## src/i2c_rx_defs.svh

```systemverilog
// Constants for the two-wire slave receiver: offsets, bits, codes, timing
`ifndef I2C_RX_DEFS_SVH
`define I2C_RX_DEFS_SVH

// Register byte offsets
`define OFF_CTRL 8'h00
`define OFF_STAT 8'h04
`define OFF_DATA 8'h08
`define OFF_ADDR 8'h0C
`define OFF_IRQ_STAT 8'h10
`define OFF_IRQ_CLR 8'h14
`define OFF_IRQ_EN 8'h18

// Control register bit positions
`define CTL_FLAG 7
`define CTL_ACK 6
`define CTL_STA 5
`define CTL_STO 4
`define CTL_EN 2

// Address register: general call enable bit, address in bits 7:1
`define ADR_GCE 0

// Interrupt event bits
`define EV_FLAG 0
`define EV_BERR 1
`define EV_START 2
`define EV_W 3

// Status codes, prescaler bits taken as zero
`define ST_SLA_W 8'h60
`define ST_GC 8'h70
`define ST_DATA_ACK 8'h80
`define ST_DATA_NACK 8'h88
`define ST_GC_DATA_ACK 8'h90
`define ST_GC_DATA_NACK 8'h98
`define ST_STOP_RX 8'hA0
`define ST_NONE 8'hF8
`define ST_BUS_ERR 8'h00

// AXI responses
`define RESP_OKAY 2'h0
`define RESP_SLVERR 2'h2

// Timing: clock period and START/STOP hold time on the bus
`define CLK_PERIOD_PS 5000
`define START_HOLD_NS 4000
`define START_HOLD_CYC ((`START_HOLD_NS * 1000 + `CLK_PERIOD_PS - 1) / `CLK_PERIOD_PS)

`endif

```

## src/i2c_rx_pkg.sv

```systemverilog
// Types shared by the two-wire slave receiver
package i2c_rx_pkg;
  typedef enum logic [3:0] {
    st_idle, st_addr, st_addr_ack, st_data, st_data_ack, st_wait,
    st_start_gen, st_own, st_stop_gen
  } link_state_type;
endpackage

```

## src/i2c_slave_rx.sv

```systemverilog
// Two-wire slave receiver end-of-transfer and bus error unit, AXI4-Lite slave
// Behaviour
// - General call data NACKed reports 0x98, flag
// - Clear with start 0, ack 0: ignore addresses
// - Clear with ack 1: own address still recognised
// - General call recognised only with enable bit set
// - Clear with start 1: START once bus free
// - STOP/restart while addressed reports 0xA0, flag
// - Flag clear means status reads 0xF8
// - Misplaced START/STOP in frame reports 0x00
// - Bus error sets the step-done flag
// - Recovery: not addressed, stop request cleared, rest kept
// - Recovery releases both lines, sends no STOP
// - Status code in upper five bits, prescaler low
//
// Decided for this implementation: register access over AXI4-Lite and the register offsets.
`timescale 1ns/1ps
`default_nettype none
`include "i2c_rx_defs.svh"
module i2c_slave_rx (
  // Clock and reset
  input wire logic aclk,
  input wire logic aresetn,
  // AXI4-Lite write channels
  input wire logic [7:0] awaddr,
  input wire logic awvalid,
  output logic awready,
  input wire logic [31:0] wdata,
  input wire logic [3:0] wstrb,
  input wire logic wvalid,
  output logic wready,
  output logic [1:0] bresp,
  output logic bvalid,
  input wire logic bready,
  // AXI4-Lite read channels
  input wire logic [7:0] araddr,
  input wire logic arvalid,
  output logic arready,
  output logic [31:0] rdata,
  output logic [1:0] rresp,
  output logic rvalid,
  input wire logic rready,
  // Open-drain bus pins
  input wire logic scl_in,
  output logic scl_out,
  output logic scl_oe,
  input wire logic sda_in,
  output logic sda_out,
  output logic sda_oe,
  // Interrupt
  output logic irq
);
  // Bus slave state
  logic awready_r, awready_nxt, wready_r, wready_nxt, aw_got_r, aw_got_nxt, w_got_r, w_got_nxt;
  logic [7:0] awaddr_r, awaddr_nxt, w_byte_r, w_byte_nxt;
  logic w_lane_r, w_lane_nxt, bvalid_r, bvalid_nxt, arready_r, arready_nxt, rvalid_r, rvalid_nxt;
  logic [1:0] bresp_r, bresp_nxt, rresp_r, rresp_nxt;
  logic [7:0] rdata_r, rdata_nxt, rd_byte;
  logic rd_ok;
  // Software-controlled registers
  logic ack_en_r, ack_en_nxt, sta_r, sta_nxt, sto_r, sto_nxt, en_r, en_nxt, gce_r, gce_nxt;
  logic [6:0] own_addr_r, own_addr_nxt;
  logic [1:0] pre_r, pre_nxt;
  // Write strobes
  logic do_wr, wr_ctrl, clr_flag, irq_clr_wr, irq_en_wr;
  // Link state
  i2c_rx_pkg::link_state_type state_r, state_nxt, resume_r, resume_nxt;
  logic [3:0] bitcnt_r, bitcnt_nxt;
  logic [7:0] shift_r, shift_nxt, code_r, code_nxt, data_r, data_nxt, stat_vis;
  logic [9:0] cnt_r, cnt_nxt;
  logic flag_r, flag_set, ack_sel_r, ack_sel_nxt, gc_r, gc_nxt, hold_r, hold_nxt;
  logic sda_oe_r, sda_oe_nxt, scl_oe_r, scl_oe_nxt, busy_r, busy_nxt, pend_r, pend_nxt;
  logic ev_start, berr, sto_clr, own_hit, gc_hit;
  // Pins and interrupt
  logic [1:0] pins_s;
  logic scl_p_r, sda_p_r, scl_rise, scl_fall, start_c, stop_c, line_lvl_r;
  logic [`EV_W-1:0] ev, irq_status, irq_enable;

  sync_2ff #(.W(2)) u_sync (
    .aclk(aclk),
    .aresetn(aresetn),
    .d({scl_in, sda_in}),
    .q(pins_s)
  );

  // Line events, judged only on synchronised levels
  assign scl_rise = pins_s[1] & ~scl_p_r;
  assign scl_fall = ~pins_s[1] & scl_p_r;
  assign start_c = pins_s[1] & scl_p_r & sda_p_r & ~pins_s[0];
  assign stop_c = pins_s[1] & scl_p_r & ~sda_p_r & pins_s[0];

  // Address recognition needs acknowledge enable; general call also its own enable
  assign own_hit = ack_en_r && shift_r == {own_addr_r, 1'b0};
  assign gc_hit = ack_en_r && gce_r && shift_r == 8'h00;
  assign stat_vis = flag_r ? code_r : `ST_NONE;

  // Write decode
  assign do_wr = aw_got_r & w_got_r & ~bvalid_r;
  assign wr_ctrl = do_wr && w_lane_r && awaddr_r == `OFF_CTRL;
  assign clr_flag = wr_ctrl && w_byte_r[`CTL_FLAG];
  assign irq_clr_wr = do_wr && w_lane_r && awaddr_r == `OFF_IRQ_CLR;
  assign irq_en_wr = do_wr && w_lane_r && awaddr_r == `OFF_IRQ_EN;

  // Link sequencer: frame tracking, acknowledge, stretching, START/STOP issue
  always_comb begin
    state_nxt = state_r;
    resume_nxt = resume_r;
    bitcnt_nxt = bitcnt_r;
    shift_nxt = shift_r;
    code_nxt = code_r;
    data_nxt = data_r;
    cnt_nxt = cnt_r;
    ack_sel_nxt = ack_sel_r;
    gc_nxt = gc_r;
    hold_nxt = hold_r;
    sda_oe_nxt = sda_oe_r;
    scl_oe_nxt = scl_oe_r;
    pend_nxt = pend_r;
    flag_set = 1'b0;
    berr = 1'b0;
    ev_start = 1'b0;
    sto_clr = 1'b0;
    busy_nxt = start_c ? 1'b1 : (stop_c ? 1'b0 : busy_r);
    case (state_r)
      i2c_rx_pkg::st_idle: begin
        if (start_c) begin
          state_nxt = i2c_rx_pkg::st_addr;
          bitcnt_nxt = 4'h0;
        end else if (pend_r && !busy_r && en_r) begin
          state_nxt = i2c_rx_pkg::st_start_gen;
          sda_oe_nxt = 1'b1;
          cnt_nxt = 10'h000;
          pend_nxt = 1'b0;
        end
      end
      i2c_rx_pkg::st_addr, i2c_rx_pkg::st_data: begin
        // A STOP or restart shows its SCL rise first, so one counted bit is still the frame edge
        if ((start_c || stop_c) && bitcnt_r > 4'h1) begin
          berr = 1'b1;
        end else if (stop_c && state_r == i2c_rx_pkg::st_addr) begin
          state_nxt = i2c_rx_pkg::st_idle;
        end else if (start_c && state_r == i2c_rx_pkg::st_addr) begin
          bitcnt_nxt = 4'h0;
        end else if ((start_c || stop_c) && state_r == i2c_rx_pkg::st_data) begin
          code_nxt = `ST_STOP_RX;
          flag_set = 1'b1;
          resume_nxt = i2c_rx_pkg::st_idle;
          state_nxt = i2c_rx_pkg::st_wait;
        end else if (scl_rise) begin
          shift_nxt = {shift_r[6:0], pins_s[0]};
          bitcnt_nxt = bitcnt_r + 4'h1;
        end else if (scl_fall && bitcnt_r == 4'h8) begin
          if (state_r == i2c_rx_pkg::st_data) begin
            sda_oe_nxt = ack_sel_r;
            state_nxt = i2c_rx_pkg::st_data_ack;
          end else if (own_hit || gc_hit) begin
            sda_oe_nxt = 1'b1;
            gc_nxt = gc_hit & ~own_hit;
            state_nxt = i2c_rx_pkg::st_addr_ack;
          end else begin
            state_nxt = i2c_rx_pkg::st_idle;
          end
        end
      end
      i2c_rx_pkg::st_addr_ack, i2c_rx_pkg::st_data_ack: begin
        if (start_c || stop_c) begin
          berr = 1'b1;
        end else if (scl_rise) begin
          bitcnt_nxt = 4'h9;
        end else if (scl_fall && bitcnt_r == 4'h9) begin
          sda_oe_nxt = 1'b0;
          flag_set = 1'b1;
          hold_nxt = 1'b1;
          scl_oe_nxt = 1'b1;
          state_nxt = i2c_rx_pkg::st_wait;
          if (state_r == i2c_rx_pkg::st_addr_ack) begin
            code_nxt = gc_r ? `ST_GC : `ST_SLA_W;
            resume_nxt = i2c_rx_pkg::st_data;
          end else begin
            data_nxt = shift_r;
            resume_nxt = ack_sel_r ? i2c_rx_pkg::st_data : i2c_rx_pkg::st_idle;
            if (gc_r) begin
              code_nxt = ack_sel_r ? `ST_GC_DATA_ACK : `ST_GC_DATA_NACK;
            end else begin
              code_nxt = ack_sel_r ? `ST_DATA_ACK : `ST_DATA_NACK;
            end
          end
        end
      end
      i2c_rx_pkg::st_wait: begin
        // Release on clear; the byte just written chooses the next mode
        if (clr_flag) begin
          hold_nxt = 1'b0;
          scl_oe_nxt = 1'b0;
          bitcnt_nxt = 4'h0;
          ack_sel_nxt = w_byte_r[`CTL_ACK];
          state_nxt = resume_r;
          if (code_r == `ST_BUS_ERR) begin
            state_nxt = i2c_rx_pkg::st_idle;
            sto_clr = w_byte_r[`CTL_STO];
          end else if (resume_r == i2c_rx_pkg::st_idle) begin
            pend_nxt = w_byte_r[`CTL_STA];
          end
        end
      end
      i2c_rx_pkg::st_start_gen: begin
        cnt_nxt = cnt_r + 10'h001;
        if (cnt_r == 10'(`START_HOLD_CYC - 1)) begin
          scl_oe_nxt = 1'b1;
          ev_start = 1'b1;
          state_nxt = i2c_rx_pkg::st_own;
        end
      end
      i2c_rx_pkg::st_own: begin
        // Bus held after our START until software asks for a STOP
        if (sto_r) begin
          scl_oe_nxt = 1'b0;
          cnt_nxt = 10'h000;
          state_nxt = i2c_rx_pkg::st_stop_gen;
        end
      end
      i2c_rx_pkg::st_stop_gen: begin
        cnt_nxt = cnt_r + 10'h001;
        if (cnt_r == 10'(`START_HOLD_CYC - 1)) begin
          sda_oe_nxt = 1'b0;
          sto_clr = 1'b1;
          state_nxt = i2c_rx_pkg::st_idle;
        end
      end
      default: begin
        state_nxt = i2c_rx_pkg::st_idle;
      end
    endcase
    // Bus error: flag, code 0x00, lines let go without any STOP
    if (berr) begin
      code_nxt = `ST_BUS_ERR;
      flag_set = 1'b1;
      sda_oe_nxt = 1'b0;
      scl_oe_nxt = 1'b0;
      hold_nxt = 1'b0;
      resume_nxt = i2c_rx_pkg::st_idle;
      state_nxt = i2c_rx_pkg::st_wait;
    end
  end

  always_ff @(posedge aclk) begin
    if (!aresetn) begin
      state_r <= i2c_rx_pkg::st_idle;
      resume_r <= i2c_rx_pkg::st_idle;
      bitcnt_r <= 4'h0;
      shift_r <= 8'h00;
      code_r <= `ST_NONE;
      data_r <= 8'h00;
      cnt_r <= 10'h000;
      flag_r <= 1'b0;
      ack_sel_r <= 1'b0;
      gc_r <= 1'b0;
      hold_r <= 1'b0;
      sda_oe_r <= 1'b0;
      scl_oe_r <= 1'b0;
      busy_r <= 1'b0;
      pend_r <= 1'b0;
      scl_p_r <= 1'b1;
      sda_p_r <= 1'b1;
      line_lvl_r <= 1'b0;
    end else begin
      state_r <= state_nxt;
      resume_r <= resume_nxt;
      bitcnt_r <= bitcnt_nxt;
      shift_r <= shift_nxt;
      code_r <= code_nxt;
      data_r <= data_nxt;
      cnt_r <= cnt_nxt;
      flag_r <= flag_set | (flag_r & ~clr_flag); // Set beats clear
      ack_sel_r <= ack_sel_nxt;
      gc_r <= gc_nxt;
      hold_r <= hold_nxt;
      sda_oe_r <= sda_oe_nxt;
      scl_oe_r <= scl_oe_nxt;
      busy_r <= busy_nxt;
      pend_r <= pend_nxt;
      scl_p_r <= pins_s[1];
      sda_p_r <= pins_s[0];
      line_lvl_r <= 1'b0; // Open drain only ever pulls low
    end
  end

  // Bus slave: one-cycle ready pulses, write done when address and data are both in
  always_comb begin
    awready_nxt = awvalid & ~awready_r & ~aw_got_r & ~bvalid_r;
    wready_nxt = wvalid & ~wready_r & ~w_got_r & ~bvalid_r;
    aw_got_nxt = (aw_got_r | (awvalid & awready_r)) & ~do_wr;
    w_got_nxt = (w_got_r | (wvalid & wready_r)) & ~do_wr;
    awaddr_nxt = (awvalid & awready_r) ? awaddr : awaddr_r;
    w_byte_nxt = (wvalid & wready_r) ? wdata[7:0] : w_byte_r;
    w_lane_nxt = (wvalid & wready_r) ? wstrb[0] : w_lane_r;
    bvalid_nxt = do_wr | (bvalid_r & ~bready);
    bresp_nxt = bresp_r;
    ack_en_nxt = ack_en_r;
    sta_nxt = sta_r;
    sto_nxt = sto_r;
    en_nxt = en_r;
    own_addr_nxt = own_addr_r;
    gce_nxt = gce_r;
    pre_nxt = pre_r;
    if (do_wr) begin
      bresp_nxt = (awaddr_r <= `OFF_IRQ_EN && awaddr_r[1:0] == 2'h0) ? `RESP_OKAY : `RESP_SLVERR;
      if (wr_ctrl) begin
        ack_en_nxt = w_byte_r[`CTL_ACK];
        sta_nxt = w_byte_r[`CTL_STA];
        sto_nxt = w_byte_r[`CTL_STO];
        en_nxt = w_byte_r[`CTL_EN];
      end
      if (w_lane_r && awaddr_r == `OFF_STAT) begin
        pre_nxt = w_byte_r[1:0];
      end
      if (w_lane_r && awaddr_r == `OFF_ADDR) begin
        own_addr_nxt = w_byte_r[7:1];
        gce_nxt = w_byte_r[`ADR_GCE];
      end
    end
    // Hardware clear of the stop request wins over the write that set it
    if (sto_clr) begin
      sto_nxt = 1'b0;
    end
    arready_nxt = arvalid & ~arready_r & ~rvalid_r;
    rd_byte = 8'h00;
    rd_ok = 1'b1;
    case (araddr)
      `OFF_CTRL: begin
        rd_byte[`CTL_FLAG] = flag_r;
        rd_byte[`CTL_ACK] = ack_en_r;
        rd_byte[`CTL_STA] = sta_r;
        rd_byte[`CTL_STO] = sto_r;
        rd_byte[`CTL_EN] = en_r;
      end
      `OFF_STAT: rd_byte = {stat_vis[7:3], 1'b0, pre_r};
      `OFF_DATA: rd_byte = data_r;
      `OFF_ADDR: rd_byte = {own_addr_r, gce_r};
      `OFF_IRQ_STAT: rd_byte = {5'h00, irq_status};
      `OFF_IRQ_CLR: rd_byte = 8'h00;
      `OFF_IRQ_EN: rd_byte = {5'h00, irq_enable};
      default: rd_ok = 1'b0;
    endcase
    rvalid_nxt = (arvalid & arready_r) | (rvalid_r & ~rready);
    rdata_nxt = (arvalid & arready_r) ? rd_byte : rdata_r;
    rresp_nxt = (arvalid & arready_r) ? (rd_ok ? `RESP_OKAY : `RESP_SLVERR) : rresp_r;
  end

  always_ff @(posedge aclk) begin
    if (!aresetn) begin
      awready_r <= 1'b0;
      wready_r <= 1'b0;
      aw_got_r <= 1'b0;
      w_got_r <= 1'b0;
      awaddr_r <= 8'h00;
      w_byte_r <= 8'h00;
      w_lane_r <= 1'b0;
      bvalid_r <= 1'b0;
      bresp_r <= `RESP_OKAY;
      arready_r <= 1'b0;
      rvalid_r <= 1'b0;
      rdata_r <= 8'h00;
      rresp_r <= `RESP_OKAY;
      ack_en_r <= 1'b0;
      sta_r <= 1'b0;
      sto_r <= 1'b0;
      en_r <= 1'b0;
      own_addr_r <= 7'h00;
      gce_r <= 1'b0;
      pre_r <= 2'h0;
    end else begin
      awready_r <= awready_nxt;
      wready_r <= wready_nxt;
      aw_got_r <= aw_got_nxt;
      w_got_r <= w_got_nxt;
      awaddr_r <= awaddr_nxt;
      w_byte_r <= w_byte_nxt;
      w_lane_r <= w_lane_nxt;
      bvalid_r <= bvalid_nxt;
      bresp_r <= bresp_nxt;
      arready_r <= arready_nxt;
      rvalid_r <= rvalid_nxt;
      rdata_r <= rdata_nxt;
      rresp_r <= rresp_nxt;
      ack_en_r <= ack_en_nxt;
      sta_r <= sta_nxt;
      sto_r <= sto_nxt;
      en_r <= en_nxt;
      own_addr_r <= own_addr_nxt;
      gce_r <= gce_nxt;
      pre_r <= pre_nxt;
    end
  end

  // Events: every flag set, bus errors, our own START
  assign ev = {ev_start, berr, flag_set};

  irq_block #(.W(`EV_W)) u_irq (
    .aclk(aclk),
    .aresetn(aresetn),
    .ev(ev),
    .clr_wr(irq_clr_wr),
    .en_wr(irq_en_wr),
    .wr_data(w_byte_r[`EV_W-1:0]),
    .status(irq_status),
    .enable(irq_enable),
    .irq(irq)
  );

  // Outputs
  assign awready = awready_r;
  assign wready = wready_r;
  assign bresp = bresp_r;
  assign bvalid = bvalid_r;
  assign arready = arready_r;
  assign rdata = {24'h000000, rdata_r};
  assign rresp = rresp_r;
  assign rvalid = rvalid_r;
  assign scl_out = line_lvl_r;
  assign sda_out = line_lvl_r;
  assign scl_oe = scl_oe_r;
  assign sda_oe = sda_oe_r;
endmodule
`default_nettype wire

```

## src/sync_2ff.sv

```systemverilog
// Two-flop synchroniser for pin inputs
`timescale 1ns/1ps
`default_nettype none
module sync_2ff #(
  parameter int W = 1
) (
  // Clock and reset
  input wire logic aclk,
  input wire logic aresetn,
  // Asynchronous inputs and synchronised outputs
  input wire logic [W-1:0] d,
  output logic [W-1:0] q
);
  logic [W-1:0] meta_r;
  logic [W-1:0] q_r;

  // Resets high, matching idle pulled-up lines
  always_ff @(posedge aclk) begin
    if (!aresetn) begin
      meta_r <= {W{1'b1}};
      q_r <= {W{1'b1}};
    end else begin
      meta_r <= d;
      q_r <= meta_r;
    end
  end

  assign q = q_r;
endmodule
`default_nettype wire

```

## src/irq_block.sv

```systemverilog
// Sticky event status, write-one clear, enable mask and level interrupt
`timescale 1ns/1ps
`default_nettype none
module irq_block #(
  parameter int W = 3
) (
  // Clock and reset
  input wire logic aclk,
  input wire logic aresetn,
  // Event pulses
  input wire logic [W-1:0] ev,
  // Register writes
  input wire logic clr_wr,
  input wire logic en_wr,
  input wire logic [W-1:0] wr_data,
  // Register state and interrupt
  output logic [W-1:0] status,
  output logic [W-1:0] enable,
  output logic irq
);
  logic [W-1:0] status_r, status_nxt;
  logic [W-1:0] enable_r, enable_nxt;
  logic irq_r, irq_nxt;

  // A new event beats a clear in the same cycle
  always_comb begin
    status_nxt = status_r;
    if (clr_wr) begin
      status_nxt = status_r & ~wr_data;
    end
    status_nxt = status_nxt | ev;
    enable_nxt = en_wr ? wr_data : enable_r;
    irq_nxt = |(status_nxt & enable_nxt);
  end

  always_ff @(posedge aclk) begin
    if (!aresetn) begin
      status_r <= '0;
      enable_r <= '0;
      irq_r <= 1'b0;
    end else begin
      status_r <= status_nxt;
      enable_r <= enable_nxt;
      irq_r <= irq_nxt;
    end
  end

  assign status = status_r;
  assign enable = enable_r;
  assign irq = irq_r;
endmodule
`default_nettype wire

```

## config.mk

```make
export PLATFORM = sky130hd
export DESIGN_NAME = i2c_slave_rx
export DESIGN_NICKNAME = d
export VERILOG_FILES = /design/src/i2c_rx_pkg.sv /design/src/i2c_slave_rx.sv /design/src/sync_2ff.sv /design/src/irq_block.sv
export VERILOG_INCLUDE_DIRS = /design/src /design/src/src
export SDC_FILE = /design/constraint.sdc
export NUM_CORES = 1
export LEC_CHECK = 0
export ABC_AREA = 1
export CORE_ASPECT_RATIO = 1.2
export CORE_MARGIN = 5
export CORE_UTILIZATION = 50
export CTS_CLUSTER_SIZE = 20
export DETAILED_ROUTE_END_ITERATION = 12
export DONT_BUFFER_PORTS = 1
export SETUP_SLACK_MARGIN = 0.05
export SLEW_MARGIN = 40
export SYNTH_ARGS = -nofsm -noshare
export SYNTH_HDL_FRONTEND = slang
export SYNTH_SLANG_ARGS = --single-unit
```

## constraint.sdc

```tcl
create_clock -name aclk -period 3.9 [get_ports aclk]
set_input_delay 0.585 -clock aclk [delete_from_list [all_inputs] [get_ports aclk]]
set_output_delay 0.585 -clock aclk [all_outputs]
set_load 0.005 [all_outputs]
```

==> results.md <==
- Outcome: finished clean
- Via count: 4760
- DR WL/cell: 14.5 um
- Number of I/O pins: 107
- GRT overflow: 0
- TritonCTS clock tree: built
- Most frequent cells in the layout: nand2_1 (147), nor2_1 (109), dfxtp_1 (108)
- Pin count of the biggest net entering global routing: 53
- Synth Area in XOR/XNOR: 0.0130
- Hold Crit Class: input pin to register
- M2 GR Usage: 0.337
- Critical-path cell list: inv_1, ha_1, o21ai_0, nand3b_1, nand2_1, nor2_2, a21oi_1, nor2_1, nor2_1
- Crit. End Element: register
- Final instance area: 5670 um2
- Clock Latency Late Sink: 350 ps
- Hold buffers post-CTS: 0
- Reg clk slew, reported paths: 80 ps
- Die width: 105 um
- Post-Syn Instances: 783
- Pleak: 2.34 nW
- Total track usage: 0.208
- Mux share of post-synthesis cell area: 0
- Global-route wire length before repair: 21800 um
- Rel. slew slack: 0.592
- Initial antenna violation count: 0
- Setup CP Type: register to register
- Synth Area in Adders: 0.00927
- Startpoint Class: register
- Fmax: 479 MHz
- Root Buffer: clkbuf_16
- GRT Max-Usage Layer: met2
- Area growth, synth to finish: 4.94%
- Main combinational cell family by area after synthesis: simple AND/OR/NAND/NOR gates
- Worst path max stage delay: 410 ps
- Post-synth top flop: dfxtp_1
- Syn Area/Cell: 6.90 um2
- Final setup vio count: 0
- Vias/cell: 5.22
- Synth Area in Simple Gates: 0.285
- Vias in the first global route: 4437
- Final Cycle Share: 0.536
- Routing usage on met1: 0.277
- Max-cap viol count: 0
- Number of flops mapped to enable cells by yosys: 0
- DP Wirelength: 10200 um
- Commonest non-fill, non-tap cell in the layout: nand2_1
- Critical Path RT: 4130 ps
- Die footprint: 13000 um2
- Hold WS: 333 ps
- IO buf count: 0
- Cell Pwr Density: 478 nW/um2
- Minimum clock period: 2090 ps
- Placed cell area: 5380 um2
- Synth async-reset ratio: 0
- Crit path max-delay family: simple AND/OR/NAND/NOR gates
- Post-Syn Area: 5400 um2
- Die Span Y: 124 um
- Max Buffers Root-to-Sink: 2
- Total clock buffers created by CTS: 9
- Worst Skew: 12.0 ps
- GPL Wtd Cong: 0.917
- Sequential area share after synthesis: 0.400
- DR DRC count: 0
- WP buf/inv: 1
- WL final: 13200 um
- Initial Utilization: 0.511
- CP Max Fanout: 8
- Post-detailed-route count of antenna-violating nets: 0
- Pins Over Slew Limit: 0
- CTS sink count: 108
- Diodes inserted: 0
- Core area: 10600 um2
- CP arrival: 2320 ps
- Ys Warns: 0
- Crit-path slowest cell: dfxtp_1
- Compound-Gate Fraction of Synth Area: 0.171
- Pre-Repair DR Iteration Count: 5
- Netlist cell types: 39
- Nets@finish: 843
- Row count: 41
- Peak supply drop: 194 uV
- Post_cts resized: 0
- CP most frequent cell: nor2_1
- Setup bufs post-CTS: 0
- DR iter-0 viols: 297
- TNS Setup: 0 ps
- Number of H-tree levels: 3
- RSZ-0062 raised after global routing: no
- Pin slew with the least headroom to its limit: 611 ps
- Final hold vios: 0
- Met3 GRT Util: 0.0430
- Layout cells sized above 1: 0.0677
- Seq cells post-synth: 108
## worst reg2reg max path: stages (launching register included)
cell,delay (ps)
dfxtp_1,410
inv_1,80
ha_1,220
o21ai_0,340
nand3b_1,170
nand2_1,110
nor2_2,320
a21oi_1,140
nor2_1,140
nor2_1,50
## routing by layer
metal / vias up / wire length [um]
met3: 22 / 911
met2: 148 / 5910
met1: 2111 / 6100
met5: - / 0
met4: 0 / 315
li1: 2479 / -
## synthesized netlist by cell type, types with 3 or more instances
master,count,share of area
a211oi_1,14,0.019
a21oi_1,75,0.070
buf_4,28,0.039
clkbuf_1,13,0.0090
dfxtp_1,108,0.40
ha_1,4,0.0093
inv_1,92,0.064
inv_2,5,0.0035
nand2_1,147,0.10
nand2_2,11,0.013
nand3_1,35,0.032
nand3_2,3,0.0056
nand3b_1,3,0.0042
nand4_1,12,0.014
nor2_1,110,0.076
nor2_2,5,0.0058
nor3_1,9,0.0083
nor4_1,4,0.0046
o21ai_0,70,0.065
or2_2,5,0.0058
xor2_1,6,0.0097
## metrics by stage
step	std cells	worst slack (ps)	utilization	total power [mW]
after floorplan	810	2280	-	1.76
after global placement	895	1820	0.509	1.86
after detailed placement	895	1830	0.509	1.87
after CTS	911	1800	0.535	2.73
after global routing	912	1540	0.536	2.89
final	912	1810	0.536	2.71
## logic make-up after synthesis
logic type | count (synthesis)
flops | 108
buf+inv | 142
simple gates | 350
xor+xnor | 8
compound gates | 170
other cells | 1
fa+ha+maj | 4
## where the power goes
group | switching (mW) | internal [mW] | total [mW]
Sequential | 0.0545 | 1.16 | 1.22
Clock | 0.419 | 0.441 | 0.859
Combinational | 0.441 | 0.190 | 0.631
## registers in the layout, summed over array words and instances (netlist names), 3 cells and up
signal and flops:
rdata_r 8, shift_r 8, data_r 8, awaddr_r 8, code_r 5, state_r 4, bitcnt_r 4, own_addr_r 7
u_irq.enable 3, u_irq.status 3, w_byte_r 8, cnt_r 10
## cell type report
type,instances,area (um2)
flip-flops and latches,108,2160
fillers,1059,4900
well taps,129,161
inverters,97,364
repair buffers,2,15.0
clock inverters,6,48.8
clock buffers,10,229
multi-input cells,560,2690
## path summary, 6_finish.rpt
check / cells past startpoint / from / slack [ps] / end
setup / recovery: 9 / bitcnt_r[0]$_SDFFE_PN0P_ / 1810 / u_irq.irq$_SDFF_PN0_
hold / removal: 1 / aresetn / 330 / scl_p_r$_SDFF_PN1_
setup reg to reg: 9 / bitcnt_r[0]$_SDFFE_PN0P_ / 1810 / u_irq.irq$_SDFF_PN0_
hold reg to reg: 1 / u_sync.meta_r[0]$_SDFF_PN1_ / 410 / u_sync.q[0]$_SDFF_PN1_
No activity file was read; power rests on OpenSTA's default activity.
